[src/rtl/mdd_pkg.sv]
// package for the data memory address decoder
// assumes a single system clock and synchronous active-low reset
package mdd_pkg;
	localparam int          MDD_ADDR_W      = 8;
	localparam int          MDD_DATA_W      = 8;
	localparam int          MDD_RAM_BYTES   = 256;
	localparam int          MDD_UPPER_BASE  = 128;
	localparam logic [7:0]  MDD_BANK_SIZE   = 8'h08;
	localparam logic [7:0]  MDD_BIT_BASE    = 8'h20;
	localparam logic [7:0]  MDD_BIT_BYTES   = 8'h10;
	localparam logic [7:0]  MDD_SFR_BASE    = 8'h80;
	localparam int          MDD_FLASH_BYTES = 8192;
	localparam int          MDD_SECTOR_BYTES = 512;
	localparam int          MDD_SECTOR_W    = 4;
	localparam logic [7:0]  MDD_RDATA_RST   = 8'h00;
	localparam logic [1:0]  MDD_BANK_RST    = 2'h0;

	// access kinds from the core
	typedef enum logic [3:0] {
		MDD_OP_DIRECT   = 4'h1,
		MDD_OP_INDIRECT = 4'h2,
		MDD_OP_REGISTER = 4'h4,
		MDD_OP_BIT      = 4'h8
	} mdd_op_type;

	// destination of a decoded access
	typedef enum logic [2:0] {
		MDD_TGT_LOW_RAM = 3'h1,
		MDD_TGT_UP_RAM  = 3'h2,
		MDD_TGT_SFR     = 3'h4
	} mdd_tgt_type;
endpackage

[src/rtl/mdd_decode.sv]
// data memory address decoder with the 256-byte internal ram
// assumes core presents one access per cycle, answer one cycle later for ram, two cycles later for sfr
`timescale 1ns/1ps
`default_nettype none
module mdd_decode (
	// system
	input  wire logic                         clk_sys,
	input  wire logic                         rst_n,
	// core request
	input  wire logic                         req_valid,
	input  wire mdd_pkg::mdd_op_type          req_op,
	input  wire logic                         req_write,
	input  wire logic [mdd_pkg::MDD_ADDR_W-1:0] req_addr,
	input  wire logic [mdd_pkg::MDD_DATA_W-1:0] req_wdata,
	input  wire logic [1:0]                   bank_sel,
	// sfr space
	input  wire logic [mdd_pkg::MDD_DATA_W-1:0] sfr_rdata,
	output logic                              sfr_sel,
	output logic                              sfr_write,
	output logic      [6:0]                   sfr_addr,
	output logic      [mdd_pkg::MDD_DATA_W-1:0] sfr_wdata,
	// answer to the core
	output logic                              rsp_valid,
	output logic      [mdd_pkg::MDD_DATA_W-1:0] rsp_rdata,
	output logic                              rsp_bit,
	output mdd_pkg::mdd_tgt_type              rsp_target,
	// program memory sector of a flash address
	input  wire logic [12:0]                  flash_addr,
	output logic      [mdd_pkg::MDD_SECTOR_W-1:0] flash_sector
);
	import mdd_pkg::*;

	logic [7:0]        ram_r [0:MDD_RAM_BYTES-1];
	logic [7:0]        eff_addr;
	logic [2:0]        eff_bit;
	mdd_tgt_type       tgt_nxt;
	logic [7:0]        cur_byte;
	logic [7:0]        merged;
	logic              bit_rd;
	logic              sfr_pend_r;
	logic              rsp_valid_r;
	logic [7:0]        rsp_rdata_r;
	logic              rsp_bit_r;
	mdd_tgt_type       rsp_target_r;
	logic              sfr_sel_r;
	logic              sfr_write_r;
	logic [6:0]        sfr_addr_r;
	logic [7:0]        sfr_wdata_r;
	logic [3:0]        flash_sector_r;
	logic [2:0]        sfr_bit_r;
	logic              sfr_hit;

	// upper-half test, used by several decodes
	function automatic logic is_upper(input logic [7:0] a);
		return a >= MDD_SFR_BASE;
	endfunction

	// effective byte address and bit index per access kind
	always_comb begin
		eff_addr = req_addr;
		eff_bit  = 3'h0;
		unique case (req_op)
			MDD_OP_REGISTER: begin
				eff_addr = (8'(bank_sel) * MDD_BANK_SIZE) + {5'h00, req_addr[2:0]};
			end
			MDD_OP_BIT: begin
				if (is_upper(req_addr)) begin
					eff_addr = {req_addr[7:3], 3'h0};
				end else begin
					eff_addr = MDD_BIT_BASE + {4'h0, req_addr[6:3]};
				end
				eff_bit = req_addr[2:0];
			end
			default: begin
				eff_addr = req_addr;
			end
		endcase
	end

	// target selection
	always_comb begin
		tgt_nxt = MDD_TGT_LOW_RAM;
		if (is_upper(eff_addr)) begin
			if (req_op == MDD_OP_INDIRECT) begin
				tgt_nxt = MDD_TGT_UP_RAM;
			end else begin
				tgt_nxt = MDD_TGT_SFR;
			end
		end
	end

	// sfr bound access this cycle
	assign sfr_hit = req_valid && (tgt_nxt == MDD_TGT_SFR);

	// asynchronous read, a read in the write cycle sees the old byte
	assign cur_byte = ram_r[eff_addr];

	mdd_bit_merge u_merge (
		.byte_in  (cur_byte),
		.bit_pos  (eff_bit),
		.bit_val  (req_wdata[0]),
		.byte_out (merged),
		.bit_out  (bit_rd)
	);

	// ram writes, bit writes touch one bit only
	always_ff @(posedge clk_sys) begin
		if (req_valid && req_write && tgt_nxt != MDD_TGT_SFR) begin
			if (req_op == MDD_OP_BIT) begin
				ram_r[eff_addr] <= merged;
			end else begin
				ram_r[eff_addr] <= req_wdata;
			end
		end
	end

	// sfr strobes, one cycle per access
	always_ff @(posedge clk_sys) begin
		if (!rst_n) begin
			sfr_sel_r   <= 1'b0;
			sfr_write_r <= 1'b0;
		end else begin
			sfr_sel_r   <= sfr_hit;
			sfr_write_r <= sfr_hit && req_write;
		end
	end

	// sfr address and write data, qualified by the strobes
	always_ff @(posedge clk_sys) begin
		if (!rst_n) begin
			sfr_addr_r  <= 7'h00;
			sfr_wdata_r <= MDD_RDATA_RST;
		end else begin
			sfr_addr_r  <= eff_addr[6:0];
			sfr_wdata_r <= req_wdata;
		end
	end

	// bit index kept for the sfr answer, the byte address has it cleared
	always_ff @(posedge clk_sys) begin
		if (!rst_n) begin
			sfr_bit_r <= 3'h0;
		end else begin
			sfr_bit_r <= eff_bit;
		end
	end

	// sfr answer due one cycle after the strobe
	always_ff @(posedge clk_sys) begin
		if (!rst_n) begin
			sfr_pend_r <= 1'b0;
		end else begin
			sfr_pend_r <= sfr_hit;
		end
	end

	// answer strobe: ram next cycle, sfr once its data is back
	always_ff @(posedge clk_sys) begin
		if (!rst_n) begin
			rsp_valid_r <= 1'b0;
		end else begin
			rsp_valid_r <= (req_valid && !sfr_hit) || sfr_pend_r;
		end
	end

	// answer target, held until the next request
	always_ff @(posedge clk_sys) begin
		if (!rst_n) begin
			rsp_target_r <= MDD_TGT_LOW_RAM;
		end else if (req_valid) begin
			rsp_target_r <= tgt_nxt;
		end
	end

	// answer byte, sfr data wins over a ram read in the same cycle
	always_ff @(posedge clk_sys) begin
		if (!rst_n) begin
			rsp_rdata_r <= MDD_RDATA_RST;
		end else if (sfr_pend_r) begin
			rsp_rdata_r <= sfr_rdata;
		end else if (req_valid) begin
			rsp_rdata_r <= sfr_hit ? MDD_RDATA_RST : cur_byte;
		end
	end

	// answer bit
	always_ff @(posedge clk_sys) begin
		if (!rst_n) begin
			rsp_bit_r <= 1'b0;
		end else if (sfr_pend_r) begin
			rsp_bit_r <= sfr_rdata[sfr_bit_r];
		end else if (req_valid) begin
			rsp_bit_r <= sfr_hit ? 1'b0 : bit_rd;
		end
	end

	// flash sector index
	always_ff @(posedge clk_sys) begin
		if (!rst_n) begin
			flash_sector_r <= 4'h0;
		end else begin
			flash_sector_r <= flash_addr[12:9];
		end
	end

	assign sfr_sel      = sfr_sel_r;
	assign sfr_write    = sfr_write_r;
	assign sfr_addr     = sfr_addr_r;
	assign sfr_wdata    = sfr_wdata_r;
	assign rsp_valid    = rsp_valid_r;
	assign rsp_rdata    = rsp_rdata_r;
	assign rsp_bit      = rsp_bit_r;
	assign rsp_target   = rsp_target_r;
	assign flash_sector = flash_sector_r;
endmodule
`default_nettype wire

[src/rtl/mdd_bit_merge.sv]
// bit read-modify-write helper for the bit-addressable bytes of the internal ram
// assumes bit index already reduced to a position within one byte
`timescale 1ns/1ps
`default_nettype none
module mdd_bit_merge (
	// byte in
	input  wire logic [7:0] byte_in,
	// bit select and value
	input  wire logic [2:0] bit_pos,
	input  wire logic       bit_val,
	// results
	output logic      [7:0] byte_out,
	output logic            bit_out
);
	genvar g;
	generate
		for (g = 0; g < 8; g++) begin : g_bit
			assign byte_out[g] = (bit_pos == 3'(g)) ? bit_val : byte_in[g];
		end
	endgenerate
	assign bit_out = byte_in[bit_pos];
endmodule
`default_nettype wire

[config.mk]
export PLATFORM = sky130hd
export DESIGN_NAME = mdd_decode
export DESIGN_NICKNAME = d
export VERILOG_FILES = /design/src/rtl/mdd_pkg.sv /design/src/rtl/mdd_decode.sv /design/src/rtl/mdd_bit_merge.sv
export SDC_FILE = /design/constraint.sdc
export NUM_CORES = 2
export LEC_CHECK = 0
export BUFFER_PORTS_ARGS = -buffer_cell sky130_fd_sc_hd__buf_2
export CAP_MARGIN = 30
export CORE_AREA = 2 2 561 563
export DETAILED_ROUTE_END_ITERATION = 8
export DIE_AREA = 0 0 563 565
export PLACE_DENSITY = 0.45
export SLEW_MARGIN = 20
export SYNTH_ARGS = -nofsm -noshare
export SYNTH_HDL_FRONTEND = slang
export SYNTH_SLANG_ARGS = --single-unit
[constraint.sdc]
create_clock -name clk_sys -period 17.6 [get_ports clk_sys]
set_input_delay 3.52 -clock clk_sys [delete_from_list [all_inputs] [get_ports clk_sys]]
set_output_delay 3.52 -clock clk_sys [all_outputs]
set_load 0.01 [all_outputs]
[Word level (Yosys, flattened, before mapping)]
Memories as Yosys holds them, arrays and structs flattened.
Cells that the tools add are included.
Widths: inputs -> output; s select.
Cells by class
  $add $sub $neg: 2
  order comparisons: 4
  equal/unequal tests: 12
  multiplexer cells: 30
  bitwise operators: 1
  reductions and logical operators: 9
Operators by type and width (count)
  $mux 8: 5
  $mux 1: 19
  $ge 8x8->1 const B: 2
  $pmux 8 s2: 1
  $eq 3x3->1 const B: 5
  $mux 3: 3
  $lt 3x4->1 const B: 2
  $add 6x4->7 const A: 1
  $add 5x3->6: 1
  $bmux 1 s3: 2
  $eq 3x2->1 const B: 2
  $logic_and 1x1->1: 5
  $eq 4x2->1 const B: 1
  $eq 4x3->1 const B: 1
  $eq 4x4->1 const B: 1
  $eq 3x1->1 const B: 1
  $logic_not 3->1: 1
  $ne 3x3->1 const B: 1
  $reduce_bool 2->1: 1
  $logic_not 1->1: 1
  $logic_or 1x1->1: 1
  $or 1x1->1: 1
Storage, ports and cells
  bits in registers: 37
  memory bits (writable): 2048
  input bits: 47
  output and inout bits: 34
  logic and storage cells: 69
  memories: 1
Memory list
  ram_r: words 256, width 8, rd ports 1, clocked after Yosys merged registers in 0, wr ports 1, RTL line mdd_decode.sv:33  | logic [7:0] ram_r [0:MDD_RAM_BYTES-1];

[Logic depth before layout (Yosys ltp)]
  depth after elaboration: 10
  depth in mapped cells: 16
  mapped depth without buffers: 11

[Hierarchy]
A second synthesis with hierarchy kept.
Second synthesis, totals
  cell total of the unflattened synthesis: 4753
  area, all modules: 78958.2 um^2
By module, submodules not included
  mdd_decode: instances 1, cells each 4731, area an instance 78730.5 um^2, sequential area each 62239.7 um^2
  mdd_bit_merge: instances 1, cells each 22, area an instance 227.7 um^2, sequential area each 0.0 um^2

[Worst setup path after synthesis]
Ideal clock, no wire load.
  path kind: input -> register
  start point: input req_op[2]
  end point: memory ram_r[0][1] (data pin)
  library setup time: 1.730 ns
  arrival time: 13.534 ns
  data required time: 15.870 ns
  setup slack: 2.336 ns
  stages: 14
  buffers on the path: 4
  cells stage by stage: or4b_1 > buf_2 > buf_4 > mux2_2 > buf_2 > buf_1 > o22ai_1 > o21ai_0 > nand4_1 > a222oi_1 > nor2_1 > or4_1 > a21o_1 > a31oi_1
Between the ends
  word-level cells in the longest chain between the ends: 9
  elaborated cells on any way between the ends: 17
  those cells by class: order compare: 1; eq/ne: 5; mux: 9; reduce/logical: 1; memory: 1
RTL lines
  from (decl): RTL line mdd_decode.sv:11  | input wire mdd_pkg::mdd_op_type req_op,
  $eq 4x4->1 or $eq 4x3->1 (tied branches): RTL line mdd_decode.sv:62, mdd_decode.sv:109
  $pmux 8 s2: RTL line mdd_decode.sv:62  | unique case (req_op)
  $ge 8x8->1: RTL line mdd_decode.sv:55  | return a >= MDD_SFR_BASE;
  $mux 3: RTL line mdd_decode.sv:83  | if (is_upper(eff_addr)) begin
  $ne 3x3->1: RTL line mdd_decode.sv:108  | if (req_valid && req_write && tgt_nxt != MDD_TGT_SFR) begin
  $logic_and 1x1->1: RTL line mdd_decode.sv:108
  $mux 1: RTL line mdd_decode.sv:108
  $mux 1 (not written as such): RTL line mdd_decode.sv:112  | ram_r[eff_addr] <= req_wdata;
  $mux 8 (no line) (*)
  to (decl): RTL line mdd_decode.sv:33
Every way passes the cells marked *; elsewhere a longest branch is shown, timed or not.

[Worst setup path after layout]
  start point: input req_op[2]
  end point: memory ram_r[31][1] (data pin)
The elaborated chain is that of the path after synthesis.

==> Flow_metrics.wiki <==
{| class="wikitable"
! Metric !! Value
|-
| Fillers || 31,180
|-
| Sequential-to-total area share from yosys stat || 80.09%
|-
| Highest-count cells in the layout ignoring fill and taps || sky130_fd_sc_hd__edfxtp_1 (2,048), sky130_fd_sc_hd__o22ai_1 (975), sky130_fd_sc_hd__nor2_1 (353)
|-
| Ports placed on the boundary || 81
|-
| Flops & latches, synth || 2,085
|-
| Maximum operating frequency || 93.97 MHz
|-
| Root buf cell || sky130_fd_sc_hd__clkbuf_16
|-
| Yosys top cell by area || sky130_fd_sc_hd__edfxtp_1
|-
| Worst-case clock buffer depth || 3
|-
| Area growth, synth to finish || 15.80%
|-
| Die area || 318,100 um2
|-
| Global-route congestion overflow total || 0
|-
| Syn Inst Count || 4,930
|-
| Pre-antenna DRT Iters || 6
|-
| # nets final || 5,073
|-
| Met2 global-route usage || 24.06%
|-
| Transition time at the pin with the least slew margin || 1.142 ns
|-
| Post-layout utilization of the core || 28.90%
|-
| Drt drc || 0
|-
| Pwr/cell area || 120.5 nW/um2
|-
| Vias in the first global route || 45,080
|-
| Sinks on Clock Net || 2,085
|-
| Clock period minus final worst setup slack || 10.64 ns
|-
| Die Height || 565 um
|-
| Vias || 46,530
|-
| Worst setup EP type || flop
|-
| Cell area after synthesis || 77,710 um2
|-
| Pre-CTS setup slack || 5.898 ns
|-
| Number of enable flip-flop cells after synthesis || 2,048
|-
| Instance area after placement || 83,290 um2
|-
| Resized Gates After CTS || 0
|-
| Post-Layout Cell Count || 9,343
|-
| Worst hold-check slack || 0.4699 ns
|-
| Synthesized area per cell || 15.76 um2
|-
| Area share of the leading cell type in the synthesized netlist || 79.14%
|-
| Tcrit/Tclk final || 60.46%
|-
| Detailed-placement wirelength estimate || 138.4 mm
|-
| CP Data Required Time || 18.11 ns
|-
| Top_reg_cell synth || sky130_fd_sc_hd__edfxtp_1
|-
| Count of unique library cells instantiated by Yosys || 66
|-
| Ratio of routed vias to standard cells || 4.980
|-
| Leakage power || 26.70 nW
|-
| Die boundary width || 563 um
|-
| Most common cell after layout, fill and taps aside || sky130_fd_sc_hd__edfxtp_1
|-
| Post-Syn Nets || 4,977
|-
| Post-route antenna net violation count || 0
|-
| Clock latency on the worst-skew pair || 0.86 ns
|-
| First-pass GRT wire length || 345.0 mm
|-
| Fin Setup TNS || 0 ns
|-
| Met1 Usage GRT || 21.06%
|-
| Clock-pin slew reported for the worst setup and hold paths after clock tree synthesis || 0.06 ns
|-
| Global-route usage over all layers || 14.98%
|-
| Post-Route Skew || 0.04608 ns
|-
| Highest ir drop seen on vdd || 0.0001092 V
|-
| Syn. warnings || 0
|-
| Max-slew headroom || 23.85%
|-
| Ratio of cells with drive above 1 in the final layout || 11.06%
|-
| Post-layout power || 10.85 mW
|-
| Status || finished clean
|-
| I/O Buffers || 71
|-
| Synth area leaders || sky130_fd_sc_hd__edfxtp_1 (79%), sky130_fd_sc_hd__o22ai_1 (7.8%), sky130_fd_sc_hd__o21ai_0 (2.2%)
|-
| Unrepaired setup endpoints after global routing || false
|-
| Worst Setup Start Kind || input port
|-
| Initial Utilization || 24.96%
|-
| Floorplan core area || 311,400 um2
|-
| Maximum number of pins on one net before global-route repair || 193
|-
| Worst Path Arrival || 11.15 ns
|-
| Maximum capacitance violations || 0
|-
| Number of buffers inserted by hold repair at cts || 0
|-
| Fraction of met3 tracks used by global routing || 2.222%
|-
| CTS tree || built
|-
| Most used routing layer in global routing || met2
|-
| Final number of setup-violating endpoints || 0
|-
| Final critical-path setup slack || 6.958 ns
|-
| CP Class || in2reg
|-
| Max-slew violation total from the final report || 0
|-
| Number of CTS-inserted buffers || 213
|-
| Number of antenna violations at the first check in global routing || 19
|-
| Async S/R FF share, synth || 0%
|-
| Cells after DPL || 8,941
|-
| Number of rows created at floorplan || 205
|-
| DR WL/cell || 26.34 um
|-
| Cell area after layout || 89,990 um2
|-
| DRC violation total after the first TritonRoute iteration || 5,076
|-
| Setup Buffers After CTS || 0
|-
| FF/Latch Area || 62,240 um2
|-
| Drt total wl || 246.1 mm
|-
| Hold crit path type || reg2reg
|-
| Area of combinational cells with multiple inputs || 14,100 um2
|-
| Crit path max fanout || 57
|-
| Endpoints failing hold || 0
|-
| Final RePlAce weighted congestion || 0.7873
|-
| Number of H-tree levels || 4
|}
[registers in the layout, indices dropped and copies added, names as in the netlist]
signal and cells:
rsp_bit 1, rsp_valid 1, flash_sector 4, sfr_write 1, sfr_addr 7, rsp_target 3, sfr_pend_r 1, ram_r 2048
rsp_rdata 8, sfr_bit_r 3, sfr_wdata 8
[cell families after synthesis]
kind of cell / Yosys count / synth area share (%)
buffers and inverters: 374 / 2.083
flip-flops: 2085 / 80.09
AND/OR/NAND/NOR: 801 / 4.323
AO/OA/AOI/OAI: 1648 / 13.16
XOR/XNOR: 1 / 0.01127
multiplexers: 21 / 0.3317
[metal layers]
layer,vias to the layer above,share of wire (%)
met4,6,2.3
li1,20220,-
met2,1666,46
met1,24320,45
met3,316,6.4
met5,-,0.013
[synthesized netlist by cell type, types with 18 or more instances]
library cell	n
sky130_fd_sc_hd__nor2_1	353
sky130_fd_sc_hd__o21ai_1	46
sky130_fd_sc_hd__a41oi_1	56
sky130_fd_sc_hd__o21ai_0	337
sky130_fd_sc_hd__nand2_1	288
sky130_fd_sc_hd__clkbuf_1	178
sky130_fd_sc_hd__edfxtp_1	2048
sky130_fd_sc_hd__a32oi_1	65
sky130_fd_sc_hd__o22ai_1	975
sky130_fd_sc_hd__o211ai_1	33
sky130_fd_sc_hd__nand3_1	28
sky130_fd_sc_hd__buf_1	55
sky130_fd_sc_hd__dfxtp_1	37
sky130_fd_sc_hd__nand4_1	22
sky130_fd_sc_hd__buf_2	118
sky130_fd_sc_hd__a21oi_1	81
sky130_fd_sc_hd__buf_4	18
sky130_fd_sc_hd__nor3_1	48
[final cells by class]
class                   instances  area share, %
inverters                       5        0.02086
clock buffers                 277          6.356
flip-flops and latches       2085          69.16
multi-input cells            2471          15.66
well taps                    4140          5.756
repair buffers                250          2.132
clock inverters               110         0.8926
diodes                          5        0.01390
[final timing paths]
kind / start / to / slack (ns) / cells after the start
setup / recovery: req_op[2] / ram_r[31][1]$_DFFE_PP_ / 6.96 / 17
hold / removal: rsp_target[1]$_SDFFE_PN0P_ / rsp_target[1]$_SDFFE_PN0P_ / 0.47 / 2
setup reg to reg: ram_r[218][3]$_DFFE_PP_ / ram_r[114][3]$_DFFE_PP_ / 12.72 / 9
hold reg to reg: rsp_target[1]$_SDFFE_PN0P_ / rsp_target[1]$_SDFFE_PN0P_ / 0.47 / 2
[worst max-delay path: stages]
cell and delay [ns]:
sky130_fd_sc_hd__buf_2 0.14, sky130_fd_sc_hd__or4b_1 0.91, sky130_fd_sc_hd__o211ai_4 0.46, sky130_fd_sc_hd__and3_2 0.94, sky130_fd_sc_hd__buf_4 0.47, sky130_fd_sc_hd__and2_4 0.61, sky130_fd_sc_hd__buf_4 0.60, sky130_fd_sc_hd__o21ai_0 0.28
sky130_fd_sc_hd__a41oi_1 0.65, sky130_fd_sc_hd__a21oi_1 0.08, sky130_fd_sc_hd__a21oi_1 0.70, sky130_fd_sc_hd__or4_1 0.34, sky130_fd_sc_hd__a21o_1 0.16, sky130_fd_sc_hd__a31oi_4 0.08, sky130_fd_sc_hd__buf_4 0.32, sky130_fd_sc_hd__buf_12 0.25
sky130_fd_sc_hd__buf_4 0.38
[report_power, final]
part / switching (mW) / internal (mW)
clock network: 1.88 / 2.41
logic: 0.707 / 0.170
registers: 0.00359 / 5.67
No activity file was read; power rests on OpenSTA's default activity.
